### config.mk
export PLATFORM = sky130hd
export DESIGN_NAME = ogb_serializer
export DESIGN_NICKNAME = d
export VERILOG_FILES = /design/src/ogb_pkg.sv /design/src/ogb_stream_if.sv /design/src/ogb_serializer.sv /design/src/ogb_pair_buffer.sv
export VERILOG_INCLUDE_DIRS = /design/src
export SDC_FILE = /design/constraint.sdc
export NUM_CORES = 1
export LEC_CHECK = 0
export BUFFER_PORTS_ARGS = -buffer_cell sky130_fd_sc_hd__buf_2
export CAP_MARGIN = 20
export CORE_MARGIN = 3
export CORE_UTILIZATION = 54
export CTS_BUF_LIST = sky130_fd_sc_hd__clkbuf_2 sky130_fd_sc_hd__clkbuf_4 sky130_fd_sc_hd__clkbuf_8
export DETAILED_ROUTE_END_ITERATION = 12
export PLACE_DENSITY = 0.81
export RECOVER_POWER = 25
export SETUP_SLACK_MARGIN = 0.3
export SYNTH_ARGS = -nofsm -noshare
export SYNTH_HDL_FRONTEND = slang
export SYNTH_SLANG_ARGS = --single-unit
### constraint.sdc
create_clock -name clk_sys -period 4.8 [get_ports clk_sys]
set_clock_uncertainty 0.15 [all_clocks]
set_input_delay 0.24 -clock clk_sys [delete_from_list [all_inputs] [get_ports clk_sys]]
set_output_delay 0.24 -clock clk_sys [all_outputs]
set_load 0.05 [all_outputs]
### src/ogb_params.svh
// Constants for the output serializer gearbox: widths, ratios, phases.
// Assumes inclusion by bare name from each file that needs them.
`ifndef OGB_PARAMS_SVH
`define OGB_PARAMS_SVH

`define OGB_WORD_W      8
`define OGB_HALF_W      4
`define OGB_CNT_W       4
`define OGB_RATIO_VIDEO 4'h7
`define OGB_RATIO_DDR8  4'h8
`define OGB_RATIO_SPLIT 4'h4
`define OGB_PH_STAGE2   4'h0
`define OGB_PH_STAGE3   4'h1
`define OGB_CNT_ZERO    4'h0
`define OGB_CNT_ONE     4'h1
`define OGB_BUF_DEPTH   2
`define OGB_BUF_PTR_W   1

`endif

### src/ogb_pkg.sv
// Types for the output serializer gearbox.
// Assumes nothing of its surroundings.
`default_nettype none
package ogb_pkg;

   typedef enum logic [1:0] {
      OGB_MODE_VIDEO7 = 2'h0,
      OGB_MODE_DDR8   = 2'h1,
      OGB_MODE_SPLIT4 = 2'h2
   } ogb_mode_t;

endpackage : ogb_pkg

`default_nettype wire

### src/ogb_stream_if.sv
// Stream carrier between the gearbox top and its two-entry buffer.
// Assumes one clock shared by both ends.
`timescale 1ns/1ns
`default_nettype none
`include "ogb_params.svh"

interface ogb_stream_if;
   logic                   in_valid;
   logic                   in_ready;
   logic [`OGB_WORD_W-1:0] in_data;
   logic                   out_valid;
   logic                   out_ready;
   logic [`OGB_WORD_W-1:0] out_data;

   modport fifo (
      input  in_valid,
      input  in_data,
      input  out_ready,
      output in_ready,
      output out_valid,
      output out_data
   );

   modport user (
      output in_valid,
      output in_data,
      output out_ready,
      input  in_ready,
      input  out_valid,
      input  out_data
   );
endinterface : ogb_stream_if

`default_nettype wire

### src/ogb_serializer.sv
// Output serializer gearbox: parallel core words to serial bit stream.
// Assumes mode_sel and word inputs come from logic on clk_sys.
//
// Contract
// - Each top-edge cell group has one eight-to-one parallel-to-serial gearbox.
// - Modes: seven-to-one video, one eight-to-one, or two four-to-one lanes.
// - Three register stages and a final output flop sit between parallel input and serial output.
// - Stage one captures the parallel word on the slow word-rate enable.
// - Stage two hands the captured word into the bit-rate registers.
// - Stage three shifts the word out bit by bit onto the output.
`timescale 1ns/1ns
`default_nettype none
`include "ogb_params.svh"

module ogb_serializer (
   input  wire logic                   clk_sys,
   input  wire logic                   rst,
   input  wire logic [1:0]             mode_sel,
   input  wire logic [`OGB_WORD_W-1:0] word_data,
   input  wire logic                   word_valid,
   output var  logic                   word_ready,
   output var  logic                   ser_out,
   output var  logic                   ser_out_b
);
   ogb_stream_if bus ();

   ogb_pkg::ogb_mode_t     mode_q, mode_d;
   logic [`OGB_CNT_W-1:0]  cnt_q, cnt_d;
   logic [`OGB_WORD_W-1:0] s1_q, s1_d, s2_q, s2_d;
   logic                   s1_vld_q, s1_vld_d, s2_vld_q, s2_vld_d;
   logic [`OGB_WORD_W-1:0] sh_a_q, sh_a_d;
   logic [`OGB_HALF_W-1:0] sh_b_q, sh_b_d;
   logic                   ser_a_q, ser_a_d, ser_b_q, ser_b_d;
   logic                   slow_en;

   function automatic logic [`OGB_CNT_W-1:0] ratio_of(
      input ogb_pkg::ogb_mode_t m
   );
      unique case (m)
         ogb_pkg::OGB_MODE_VIDEO7: ratio_of = `OGB_RATIO_VIDEO;
         ogb_pkg::OGB_MODE_SPLIT4: ratio_of = `OGB_RATIO_SPLIT;
         default:                  ratio_of = `OGB_RATIO_DDR8;
      endcase
   endfunction : ratio_of

   ogb_pair_buffer u_buf (
      .clk_sys (clk_sys),
      .rst     (rst),
      .s       (bus.fifo)
   );

   assign bus.in_valid  = word_valid;
   assign bus.in_data   = word_data;
   assign bus.out_ready = slow_en;
   assign word_ready    = bus.in_ready;
   assign ser_out       = ser_a_q;
   assign ser_out_b     = ser_b_q;

   always_comb begin
      // Word-rate enable from the bit-rate divider
      slow_en = (cnt_q == ratio_of(mode_q) - `OGB_CNT_ONE);
      mode_d  = mode_q;
      cnt_d   = cnt_q + `OGB_CNT_ONE;
      if (slow_en) begin
         cnt_d = `OGB_CNT_ZERO;
         mode_d = ogb_pkg::ogb_mode_t'(mode_sel);
      end
      // Stage one: capture word, or idle zero when none waits
      s1_d     = s1_q;
      s1_vld_d = s1_vld_q;
      if (slow_en) begin
         s1_vld_d = bus.out_valid;
         s1_d     = bus.out_valid ? bus.out_data : '0;
      end
      // Stage two: hand over to the bit-rate registers
      s2_d     = s2_q;
      s2_vld_d = s2_vld_q;
      if (cnt_q == `OGB_PH_STAGE2) begin
         s2_d     = s1_q;
         s2_vld_d = s1_vld_q;
      end
      // Stage three: shift, or load a fresh word per lane layout
      sh_a_d = sh_a_q >> 1;
      sh_b_d = sh_b_q >> 1;
      if (cnt_q == `OGB_PH_STAGE3) begin
         sh_a_d = '0;
         sh_b_d = '0;
         if (s2_vld_q) begin
            unique case (mode_q)
               ogb_pkg::OGB_MODE_VIDEO7: begin
                  sh_a_d = {1'b0, s2_q[6:0]};
               end
               ogb_pkg::OGB_MODE_SPLIT4: begin
                  sh_a_d = {`OGB_HALF_W'(0), s2_q[3:0]};
                  sh_b_d = s2_q[7:4];
               end
               default: begin
                  sh_a_d = s2_q;
               end
            endcase
         end
      end
      ser_a_d = sh_a_q[0];
      ser_b_d = (mode_q == ogb_pkg::OGB_MODE_SPLIT4) ? sh_b_q[0] : 1'b0;
   end

   always_ff @(posedge clk_sys) begin
      if (rst) begin
         mode_q   <= ogb_pkg::OGB_MODE_DDR8;
         cnt_q    <= '0;
         s1_q     <= '0;
         s1_vld_q <= 1'b0;
         s2_q     <= '0;
         s2_vld_q <= 1'b0;
         sh_a_q   <= '0;
         sh_b_q   <= '0;
         ser_a_q  <= 1'b0;
         ser_b_q  <= 1'b0;
      end else begin
         mode_q   <= mode_d;
         cnt_q    <= cnt_d;
         s1_q     <= s1_d;
         s1_vld_q <= s1_vld_d;
         s2_q     <= s2_d;
         s2_vld_q <= s2_vld_d;
         sh_a_q   <= sh_a_d;
         sh_b_q   <= sh_b_d;
         ser_a_q  <= ser_a_d;
         ser_b_q  <= ser_b_d;
      end
   end
endmodule : ogb_serializer

`default_nettype wire

### src/ogb_pair_buffer.sv
// Two-entry word buffer with valid and ready on both sides.
// Assumes clk_sys and a synchronous active-high rst.
`timescale 1ns/1ns
`default_nettype none
`include "ogb_params.svh"

module ogb_pair_buffer #(
   parameter int DEPTH = `OGB_BUF_DEPTH,
   parameter int PTR_W = `OGB_BUF_PTR_W
) (
   input  wire logic  clk_sys,
   input  wire logic  rst,
   ogb_stream_if.fifo s
);
   localparam logic [PTR_W:0]   CNT_ONE = (PTR_W+1)'(1);
   localparam logic [PTR_W:0]   CNT_MAX = (PTR_W+1)'(DEPTH);
   localparam logic [PTR_W-1:0] PTR_ONE = PTR_W'(1);

   logic [`OGB_WORD_W-1:0] mem_q [DEPTH];
   logic [`OGB_WORD_W-1:0] mem_d [DEPTH];
   logic [PTR_W-1:0]       wr_q, wr_d, rd_q, rd_d;
   logic [PTR_W:0]         cnt_q, cnt_d;
   logic                   ready_q, ready_d;
   logic                   push, pop;

   assign s.in_ready  = ready_q;
   assign s.out_valid = (cnt_q != '0);
   assign s.out_data  = mem_q[rd_q];

   always_comb begin
      push  = s.in_valid & ready_q;
      pop   = s.out_valid & s.out_ready;
      mem_d = mem_q;
      wr_d  = wr_q;
      rd_d  = rd_q;
      cnt_d = cnt_q;
      if (push) begin
         mem_d[wr_q] = s.in_data;
         wr_d        = wr_q + PTR_ONE;
      end
      if (pop) begin
         rd_d = rd_q + PTR_ONE;
      end
      if (push && !pop) begin
         cnt_d = cnt_q + CNT_ONE;
      end else if (pop && !push) begin
         cnt_d = cnt_q - CNT_ONE;
      end
      ready_d = (cnt_d != CNT_MAX);
   end

   always_ff @(posedge clk_sys) begin
      if (rst) begin
         for (int i = 0; i < DEPTH; i++) begin
            mem_q[i] <= '0;
         end
         wr_q    <= '0;
         rd_q    <= '0;
         cnt_q   <= '0;
         ready_q <= 1'b0;
      end else begin
         mem_q   <= mem_d;
         wr_q    <= wr_d;
         rd_q    <= rd_d;
         cnt_q   <= cnt_d;
         ready_q <= ready_d;
      end
   end
endmodule : ogb_pair_buffer

`default_nettype wire

# After elaboration in Yosys (flattened, before gate mapping)
# Index checks and enable logic that the tools add are counted.
totals:
  word_cells: 66
  in_bits: 13
  ff_bits: 59
  output_inout_bits: 3
op_classes:
  n_lt_le_gt_ge: 3
  eq_ne: 4
  bitwise: 7
  n_mux: 16
  addsub: 6
  reduce_logical: 12
op_table:
  columns: ["op", "count"]
  rows:
  - ["two-way mux 8 bit", 5]
  - ["bitwise mux 16 bit", 1]
  - ["case mux 8 bit (2 select lines)", 1]
  - ["two-way mux 7 bit", 2]
  - ["two-way mux 3 bit", 3]
  - ["demux 8 bit (select 1 bit)", 1]
  - ["case mux 4 bit (2 select lines)", 1]
  - ["adder 4 x 1 -> 4 bit (second input constant)", 1]
  - ["equality test 4 x 1 -> 1 bit (second input constant)", 1]
  - ["equality test 4 bit", 1]
  - ["greater-or-equal comparator 2 bit (second input constant)", 2]
  - ["zero test 4 bit", 1]
  - ["two-way mux 2 bit", 2]
  - ["NOT 1 -> 2 bit", 2]
  - ["OR reduction 2 bit", 2]
  - ["OR reduction 4 bit", 1]
  - ["subtractor 4 x 1 -> 4 bit (second input constant)", 1]
  - ["logical AND 1 bit", 3]
  - ["NOT 1 bit", 3]
  - ["OR reduction 3 bit", 1]
  - ["adder 1 bit (second input constant)", 2]
  - ["adder 2 x 1 -> 2 bit (second input constant)", 1]
  - ["bitwise AND 1 bit", 2]
  - ["equality test 2 bit (second input constant)", 1]
  - ["other kinds (6)", 7]

# Longest topological paths before layout
# Gate-level depths: netlist of the first run.
depth:
  ltp_word: 9
  depth_mapped: 7
  mapped_depth_nobuf: 6

# Modules after synthesis
# Synthesis of the first run repeated with hierarchy kept, for this count alone.
unflattened:
  hier_cells: 264
  area_unflattened_um2: 2508.7
by_module_without_submodules:
  columns: ["mod", "cells_per_inst", "instances", "area_per_inst_um2", "seq_area_each_um2"]
  rows:
  - ["ogb_serializer", 166, 1, 1584.0, 760.7]
  - ["ogb_pair_buffer", 98, 1, 924.6, 420.4]

# Least setup slack after synthesis of the first run
# Ideal clock, no wire load.
synth_path:
  path_type: "flip-flop to flip-flop"
  startpoint: "register cnt_q[2]"
  endpoint: "register u_buf.ready_q, in the netlist u_buf.s.in_ready"
  period_less_slack_ns: 2.144
  setup_time_ns: 0.117
  path_buffers: 0
  arrival_ns: 1.877
  path_stages_with_launch: 5
  slack_ns: 2.656
  required_time_ns: 4.533
  cell_sequence: "dfxtp_1 or4b_4 a311o_1 or3_1 a32o_1"
synth_between:
  elab_chain_cells: 6
  word_cells_on_any_way: 8
  cone_classes: "2 x eq/ne; 2 x mux; 1 x bitwise; 3 x reduce/logical"
synth_rtl:
  columns: ["item", "line", "source"]
  rows:
  - ["start, declared", "ogb_serializer.sv:28", "logic [`OGB_CNT_W-1:0] cnt_q, cnt_d;"]
  - ["start signal, assigned", "ogb_serializer.sv:121", "cnt_q <= cnt_d;"]
  - ["equality test 4 bit (no line) *", null, null]
  - ["bitwise AND 1 bit *", "ogb_pair_buffer.sv:32", "pop = s.out_valid & s.out_ready;"]
  - ["logical AND 1 bit / zero test 1 bit (equally long branches)", "ogb_pair_buffer.sv:46, ogb_pair_buffer.sv:44", null]
  - ["two-way mux 2 bit / logical AND 1 bit (equally long branches)", "ogb_pair_buffer.sv:46, ogb_pair_buffer.sv:44", null]
  - ["two-way mux 2 bit *", "ogb_pair_buffer.sv:44", "if (push && !pop) begin"]
  - ["!= test 2 bit *", "ogb_pair_buffer.sv:49", "ready_d = (cnt_d != CNT_MAX);"]
  - ["end signal, assigned", "ogb_pair_buffer.sv:66", "ready_q <= ready_d;"]
  - ["end, declared", "ogb_pair_buffer.sv:23", "logic ready_q, ready_d;"]
# Every way passes the cells marked *; elsewhere a longest branch is shown, timed or not.
# A chain may end at the register's enable or synchronous reset.

# Worst setup path after layout of the first run
layout_path:
  startpoint: "input rst"
  endpoint: "register cnt_q[1]"
layout_between:
  elab_chain_cells: 1
layout_rtl:
  columns: ["item", "line", "source"]
  rows:
  - ["start, declared", "ogb_serializer.sv:17", "input wire logic rst,"]
  - ["OR reduction 2 bit (no line)", null, null]
# Every way passes these cells.

==> metrics.txt, run 1 <==
simple-gate area share of the yosys netlist=0.214; Final Wtd Congestion=just under 0.8; Final Power=1.08 mW; Die Width=71.3 µm; post-cts sizing count=0; Post-synth top cells=59 x dfxtp_1, 43 x nand2_1, 26 x nor2_1, 22 x a21oi_1, 17 x mux2i_1; core footprint=between 4000 and 5000 µm²; Syn Inst Count=248; IO Port Bufs=15; Yosys top cell by area=dfxtp_1; vias in the first global route=roughly 1700; Remaining Overflow, GRT=0; pin count of the biggest net entering global routing=around 50; Via density=roughly 5.2; Ys Warns=0; min cycle time layout=2.45 ns; failing checks=capacitance limit, slew limit; Layout area overhead=15.3%; post-synthesis sequential area ratio=0.513; fraction of layout cells with a size suffix above 1=0.116; Storage cell area=1180 µm²; Detailed Place HPWL=between 2000 and 3000 µm; Leak=0.983 nW; #FFs+latches synth=59; worst setup path start=rst; Max-Cap Viols=1; R2R setup slack=~2.5 ns; Critical Path RT=a little under 5 ns; I/O pin total=16; Area contributors post-synth=dfxtp_1 51%, mux2i_1 7.4%, nand2_1 7.0%; Final period util=0.510; crit path to=cnt_q[1]; Avg Inst Size Synth=between 9 and 10 µm²; RSZ-0062 raised after global routing=false; Net Count, Synth=265; WP data arrival=2.52 ns; Num CTS Buffers=9; Peak VDD IR=around 0.00022 V; Cell variety after synth=39; status=finished, violations left; Hold Violations, Final=0; first-pass GRT wire length=about 7000 µm; final net count=287; Top FF cell, synth=dfxtp_1; Slew Limit Fails=51; Synth top area share=0.513; Clock Latency Late Sink=around 0.33 ns; fillers=342; worst reg2reg path depth=4; DRT antenna net count=0; Fmax=between 400 and 500 MHz; CTS tree=done; Die Footprint=between 5000 and 6000 µm²; Worst R2R End=u_buf.s.in_ready; worst-margin pin slew=just over 2 ns; CTS root buffer=clkbuf_8; FFs w/ async S/R, synth=0; CP Launch Type=input pin; compound-cell area share of the yosys netlist=0.129; ant diodes=0; final wirelength=4060 µm; final setup fails=0; Overall Global Routing Usage=0.175; total iterations of the first detailed-routing run=4; top-count cell post-synth=dfxtp_1; Rows=23; synthesized area=between 2000 and 2500 µm²; clk slew on worst S/H paths=around 0.060 ns; initial antenna violation count=0; Initial Utilization=0.567; CP Capture Type=register; EDFF count, synth=0; Synth Area in XOR/XNOR=0.0190; via count=about 1700; Adder-Cell Fraction of Synth Area=0.0217; Slew headroom=-0.360; initial detailed-routing violation count=slightly above 60; largest family of logic cells by synthesized area=simple AND/OR/NAND/NOR gates; H-tree depth=3; mux share of post-synthesis cell area=0.0739; worst-path fanout max=50; Pwr Density=slightly above 400 nW/µm²; utilization after layout=0.654; HP Class=in -> reg; Post-route DRC=0; post-route setup TNS=0 ns; crit path kind=in -> reg; clock tree buffer depth=2; multi-input logic area=between 1000 and 1500 µm²; Routed wire per std cell=approximately 12 µm; Die Height=71.3 µm; FF-to-FF Start=cnt_q[2]; clock sink total=59
[report_power, final]
part           total, mW  switching [mW]  internal, mW
clock              0.399           0.187         0.211
sequential         0.534          0.0188         0.515
combinational      0.144          0.0883        0.0554
total               1.08           0.294         0.782
[kinds of logic after synthesis]
kind of cell | after synthesis
XOR/XNOR | 5
AO/OA/AOI/OAI | 45
adder cells (fa/ha/maj) | 4
multiplexers | 17
flip-flops | 59
buffers and inverters | 18
AND/OR/NAND/NOR | 100
[routing by layer]
layer / GRT usage / part of all wire / vias to the layer above
li1: - / - / 900
met1: 0.208 / 0.49 / 773
met2: 0.285 / 0.46 / 23
met3: 0.0505 / 0.029 / 7
met4: 0.0939 / 0.018 / 0
met5: 0 / 0 / -
[per-stage QoR]
step,setup slack [ns],cells,hold WS [ns],cell area [µm²]
3_3_place_gp,2.60,300,0.266,2390
5_1_grt,2.02,325,0.0253,2660
6_report,2.35,325,0.0220,2660
2_1_floorplan,2.66,248,0.208,2300
4_1_cts,2.53,325,0.0115,2660
3_5_place_dp,2.54,300,0.278,2390
[critical path, stage by stage]
cell      delay, ns
clkbuf_1       1.43
nor2_1         0.51
and2_1         0.33
[layout make-up]
type                       count  area share
sequential                    59       0.445
clock inverter                 5      0.0104
timing repair buffer          24      0.0603
multi-input combinational    171       0.397
inverter                       5     0.00707
tap                           50      0.0236
clock buffer                  11      0.0570
[state kept, by name (all words and copies together) (netlist names)]
register / flops
s2_q: 8
sh_b_q: 4
sh_a_q: 8
ser_out_b: 1
u_buf.mem_q: 16
ser_out: 1
u_buf.s.in_ready: 1
u_buf.wr_q: 1
s2_vld_q: 1
cnt_q: 4
mode_q: 2
u_buf.cnt_q: 2
s1_vld_q: 1
s1_q: 8
u_buf.rd_q: 1
[layout by cell type, fill, tap and decap left out, types with 2 or more instances in the layout]
master,netlist,layout
ha_1,4,4
and2_1,4,4
buf_2,0,11
nor4b_1,2,2
nand3_1,7,7
dlygate4sd3_1,0,9
inv_1,5,5
nor2_1,26,26
a31oi_1,2,2
o2bb2ai_1,8,8
dfxtp_1,59,59
nand2_1,43,43
xnor2_1,3,3
a22oi_1,6,6
clkbuf_1,11,4
a21oi_1,22,22
clkbuf_8,0,11
nand2b_1,2,2
clkinv_2,0,4
mux2i_1,17,17
xor2_1,2,2
nor2b_1,3,3
[how the worst min path moves through the flow]
stage                      from   endpoint  slack (ns)  cells after the start
floorplan           mode_sel[0]  mode_q[0]        0.21                      1
global placement      sh_a_q[0]    ser_out        0.27                      1
detailed placement    sh_a_q[4]  sh_a_q[3]        0.28                      2
CTS                 mode_sel[1]  mode_q[1]        0.01                      3
global route        mode_sel[1]  mode_q[1]        0.03                      3
finish              mode_sel[1]  mode_q[1]        0.02                      3
[timing repair]
item / CTS / global route
hold buffers: 9 / 0
hold endpoints to repair: 12 / 0
buffers inserted: 0 / 0
No activity file was read; power rests on OpenSTA's default activity.
==> run 2: changes to the inputs <==
Clock period 4.8 ns to 2.4 ns, I/O delays scaled along.
==> run 2 against run 1 <==
The run now ends clean. Combinational power grew 110%. Sequential share of layout area shrank 0.78 points. Non-clock buffer count grew 6. Die area is the same. Power grew 100%. Critical path type is now reg -> reg. Critical endpoint is now u_buf.s.in_ready.
==> metrics.txt, run 2 (synthesis results as in run 1) <==
status=finished clean (was finished, violations left); FF-to-FF Start=mode_q[1] (was cnt_q[2]); Routed wire per std cell=13.0 µm (was 12.5 µm); pin count of the biggest net entering global routing=28 (was 51); fraction of layout cells with a size suffix above 1=0.146 (was 0.116); Hold Violations, Final=0 (unchanged); CP Launch Type=register (was input pin); R2R setup slack=0.30 ns (was 2.53 ns); Most flops, register=u_buf.mem_q (unchanged); H-tree depth=3 (unchanged); DRT antenna net count=0 (unchanged); max FFs per register=16 (unchanged); Overall Global Routing Usage=0.183 (was 0.175); vias in the first global route=1675 (was 1655); clk slew on worst S/H paths=0.06 ns (about the same); Num CTS Buffers=9 (unchanged); via count=1746 (was 1703); CP Capture Type=register (unchanged); initial detailed-routing violation count=87 (was 62); most frequent cells in the layout=56 x dfxtp_1, 43 x nand2_1, 26 x nor2_1, 22 x a21oi_1, 17 x mux2i_1 (was 59 x dfxtp_1, 43 x nand2_1, 26 x nor2_1, 22 x a21oi_1, 17 x mux2i_1); Max-Cap Viols=0 (was 1); clock sink total=59 (unchanged); post-route setup TNS=0 ns (unchanged); Initial Utilization=0.567 (unchanged); final net count=293 (was 287); WP data arrival=2.18 ns (was 2.52 ns); Clk pwr share=0.372 (was 0.370); crit path kind=reg -> reg (was in -> reg); Leak=1.01 nW (was 0.983 nW); WHS Path Cells=4 (was 3); worst-margin pin slew=0.977 ns (was 2.04 ns); I/O pin total=16 (unchanged); ant diodes=0 (unchanged); core footprint=4060 µm² (unchanged); Slew headroom=0.349 (was -0.360); Die Footprint=5080 µm² (unchanged); clock tree buffer depth=2 (unchanged); Final period util=0.877; final setup fails=0 (unchanged); Final Wtd Congestion=0.705 (was 0.770); Die Height=71.3 µm (unchanged); total iterations of the first detailed-routing run=4 (unchanged); Clock Latency Late Sink=0.33 ns (about the same); worst-path fanout max=4 (was 50); final wirelength=4310 µm (was 4060 µm); Peak VDD IR=0.000552 V (was 0.000224 V); Detailed Place HPWL=2750 µm (was 2700 µm); first-pass GRT wire length=7280 µm (was 7020 µm); RSZ-0062 raised after global routing=true (was false); Pwr Density=799 nW/µm² (was 405 nW/µm²); min cycle time layout=2.10 ns; CTS tree=done (unchanged); utilization after layout=0.671 (was 0.654); Remaining Overflow, GRT=0 (unchanged); initial antenna violation count=0 (unchanged); Fmax=475 MHz; Post-route DRC=0 (unchanged); CTS root buffer=clkbuf_8 (unchanged); Endpoint, Worst Hold=u_buf.wr_q (was mode_q[1]); HP Class=in -> reg (unchanged); P_int=1.58 mW (was 782 µW); worst reg2reg path depth=4 (unchanged); worst hold start=word_valid (was mode_sel[1]); Via density=5.27 (was 5.24); Layout area overhead=18.3% (was 15.3%); Rows=23 (unchanged); Logic pwr share=0.137 (was 0.134); Slew Limit Fails=0 (was 51); IO Port Bufs=15 (unchanged); leading cell type in the layout, fill and taps excluded=dfxtp_1 (unchanged); Worst R2R End=u_buf.s.in_ready (unchanged); sw frac=0.273 (was 0.274); Critical Path RT=2.47 ns (was 4.87 ns); Sequential Power Share=0.490 (was 0.496); Die Width=71.3 µm (unchanged); NetSw=593 µW (was 294 µW)
==> run 2: changes by cell type in the layout (fill, tap and decap cells not counted), sizes merged <==
cell         delta
dlygate4sd3     +1
clkinv          -2
clkbuf          +1
buf             +5
clkinvlp        +1
==> run 2: what timing repair did <==
item | CTS | global route
hold endpoints to repair | 18 | 0
hold buffers | 10 | 0
pin swaps | 4 | 1
setup buffers | 2 | 0
setup endpoints to repair | 10 | 11
gates resized for setup | 6 | 1
==> run 2: worst max path at each step <==
stage / start / end / slack, ns / cells after the start
global placement: cnt_q[2] / u_buf.s.in_ready / 0.24 / 4
floorplan: cnt_q[2] / u_buf.s.in_ready / 0.30 / 4
finish: mode_q[1] / u_buf.s.in_ready / 0.30 / 4
CTS: mode_q[1] / u_buf.s.in_ready / 0.24 / 4
detailed placement: cnt_q[2] / u_buf.s.in_ready / 0.21 / 4
global route: cnt_q[2] / u_buf.s.in_ready / 0.25 / 4
==> run 2: power by group through the flow <==
stage,Sequential [mW],Clock (mW),Combinational (mW)
CTS,1.06,0.829,0.303
detailed placement,1.09,0,0.288
floorplan,1.11,0,0.199
global route,1.07,0.877,0.337
global placement,1.08,0,0.284
finish,1.07,0.810,0.299
==> run 2: worst max-delay path: stages, from the launching register on <==
cell and delay (ns):
dfxtp_4 0.34, or4b_4 0.55, a311o_1 0.34, or3_1 0.40, a32o_1 0.23
==> run 2: stage by stage <==
step                      hold slack [ns]  std cells  worst slack (ns)  cell area (µm²)  power (mW)
after floorplan                    0.0879        248             0.305             2300        1.30
after CTS                          0.0337        331             0.240             2720        2.19
after global routing                0.137        331             0.255             2720        2.29
final                               0.108        331             0.295             2720        2.17
after global placement              0.189        303             0.243             2410        1.37
after detailed placement            0.179        303             0.210             2410        1.37
==> run 2: layer usage <==
layer,up-vias,wire [µm],global-route usage
met5,-,0,0
met4,0,45,0.0647
met3,5,167,0.0757
met2,23,2100,0.309
met1,810,2000,0.209
li1,908,-,-
==> run 2: final cells by class <==
type                            instances  area [µm²]
Fill cell                             330        1340
Sequential cell                        59        1190
Timing Repair Buffer                   30         208
Multi-Input combinational cell        171        1060
Clock buffer                           12         159
Tap cell                               50        62.6
Clock inverter                          4        25.0
Inverter                                5        18.8
==> run 3: changes to the inputs <==
Settings changed: PLACE_DENSITY 0.81 to 0.73.
==> run 3 against run 2 <==
Sequential power is essentially flat. Flip-flop and latch count is the same. Cell area grew 1.7%. First-iteration DRC count grew 10%. Via count shrank 0.86%. Global-route usage grew 0.42 points. Routed wire length shrank 2.6%. Worst setup slack gained 0.0059 ns. Sequential share of layout area shrank 0.73 points. Maximum frequency grew 0.28%. Combinational power shrank 1%. Cell count grew 0.30%. Highest routed layer unchanged.
==> metrics.txt, run 3 (synthesis results as in run 1) <==
CTS root buffer=clkbuf_8 (unchanged); Die Width=71.3 µm (unchanged); Slew headroom=0.248 (was 0.349); Pwr Density=834 nW/µm² (was 799 nW/µm²); core footprint=4060 µm² (unchanged); initial antenna violation count=0 (unchanged); via count=1731 (was 1746); worst-margin pin slew=1.13 ns (was 0.977 ns); Die Footprint=5080 µm² (unchanged); final net count=294 (was 293); Final period util=0.875 (was 0.877); Via density=5.21 (was 5.27); Detailed Place HPWL=2710 µm (was 2750 µm); Most flops, register=u_buf.mem_q (unchanged); clock tree buffer depth=2 (unchanged); IO Port Bufs=15 (unchanged); HP Class=in -> reg (unchanged); Rows=23 (unchanged); Storage cell area=1190 µm² (unchanged); Initial Utilization=0.567 (unchanged); pin count of the biggest net entering global routing=28 (unchanged); clk slew on worst S/H paths=0.06 ns (about the same); fillers=342 (was 330); status=finished clean (unchanged); Critical Path RT=2.48 ns (was 2.47 ns); Non-Filler Instances=332 (was 331); DRT antenna net count=0 (unchanged); ant diodes=0 (unchanged); Remaining Overflow, GRT=0 (unchanged); WP data arrival=2.18 ns (about the same); post-route setup TNS=0 ns (unchanged); most frequent cells in the layout=56 x dfxtp_1, 43 x nand2_1, 25 x nor2_1, 22 x a21oi_1, 17 x mux2i_1 (was 56 x dfxtp_1, 43 x nand2_1, 26 x nor2_1, 22 x a21oi_1, 17 x mux2i_1); vias in the first global route=1633 (was 1675); first-pass GRT wire length=7390 µm (was 7280 µm); Routed wire per std cell=12.6 µm (was 13.0 µm); final wirelength=4200 µm (was 4310 µm); Peak VDD IR=0.000765 V (was 0.000552 V); fraction of layout cells with a size suffix above 1=0.156 (was 0.146); Final Wtd Congestion=0.731 (was 0.705); Post-route DRC=0 (unchanged); Die Height=71.3 µm (unchanged); I/O pin total=16 (unchanged); CTS tree=done (unchanged); max FFs per register=16 (unchanged); total iterations of the first detailed-routing run=6 (was 4); clock sink total=59 (unchanged); H-tree depth=3 (unchanged); Leak=1.04 nW (was 1.01 nW); placed instance count=303 (unchanged); CP Capture Type=register (unchanged); crit path kind=reg -> reg (unchanged); initial detailed-routing violation count=96 (was 87); RSZ-0062 raised after global routing=true (unchanged); Clock Latency Late Sink=0.33 ns (about the same); Fmax=476 MHz (was 475 MHz); Hold Violations, Final=0 (unchanged); Overall Global Routing Usage=0.188 (was 0.183); multi-input logic area=1070 µm² (was 1060 µm²); worst-path fanout max=4 (unchanged); min cycle time layout=2.10 ns (about the same); Layout area overhead=20.3% (was 18.3%); Num CTS Buffers=9 (unchanged); leading cell type in the layout, fill and taps excluded=dfxtp_1 (unchanged); final setup fails=0 (unchanged); CP Launch Type=register (unchanged); Fin Hold WS=0.0500 ns (was 0.108 ns); Slew Limit Fails=0 (unchanged); Max-Cap Viols=0 (unchanged)
## run 3: changes by cell type in the layout (fill, tap and decap cells not counted), sizes merged
cell,change
clkbuf,+3
bufinv,+1
clkinvlp,-2
clkinv,-2
buf,+1
## run 3: final timing paths
check                          end  slack (ns)       from  cells after the start
hold reg to reg          sh_a_q[3]        0.28  sh_a_q[4]                      2
hold / removal      u_buf.mem_q[6]        0.05        rst                      2
setup / recovery  u_buf.s.in_ready        0.30  mode_q[1]                      4
setup reg to reg  u_buf.s.in_ready        0.30  mode_q[1]                      4
## run 3: through the flow
step / total power, mW / instance area (µm²) / util / setup WS (ns)
floorplan: 1.30 / 2300 / - / 0.305
global placement: 1.37 / 2410 / 0.595 / 0.238
detailed placement: 1.37 / 2410 / 0.595 / 0.215
CTS: 2.34 / 2760 / 0.681 / 0.235
global route: 2.43 / 2770 / 0.682 / 0.242
finish: 2.31 / 2770 / 0.682 / 0.301
## run 3: worst max-delay path, stage by stage, from the launching register on
cell     delay, ns
dfxtp_4       0.34
or4b_4        0.54
a311o_1       0.34
or3_1         0.40
a32o_1        0.22
## run 3: cell type report
cell class / instances / area share
flip-flops and latches: 59 / 0.430
multi-input cells: 171 / 0.385
repair buffers: 31 / 0.0768
clock buffers: 15 / 0.0678
well taps: 50 / 0.0226
clock inverters: 1 / 0.0108
inverters: 5 / 0.00678
## run 3: report_power, final
group	internal [mW]	total [mW]	leakage, nW	switching (mW)
Combinational	0.116	0.295	0.443	0.179
Clock	0.600	0.952	0.114	0.352
Sequential	1.03	1.06	0.479	0.0329
## run 3: routing by layer
metal  wire length (µm)  part of all wire  vias to the layer above  global-route usage
met3                217             0.052                        4              0.0884
met5                  0                 0                        -                   0
li1                   -                 -                      909                   -
met1               2030              0.48                      786               0.246
met4                 27            0.0064                        0              0.0689
met2               1920              0.46                       32               0.270
## run 3: timing repair
action	4_1_cts	5_1_grt
endpoints found under the setup margin	10	14
pin swaps	4	1
hold buffers	10	0
resized for setup	6	3
hold endpoints to repair	18	0
buffers inserted	3	0
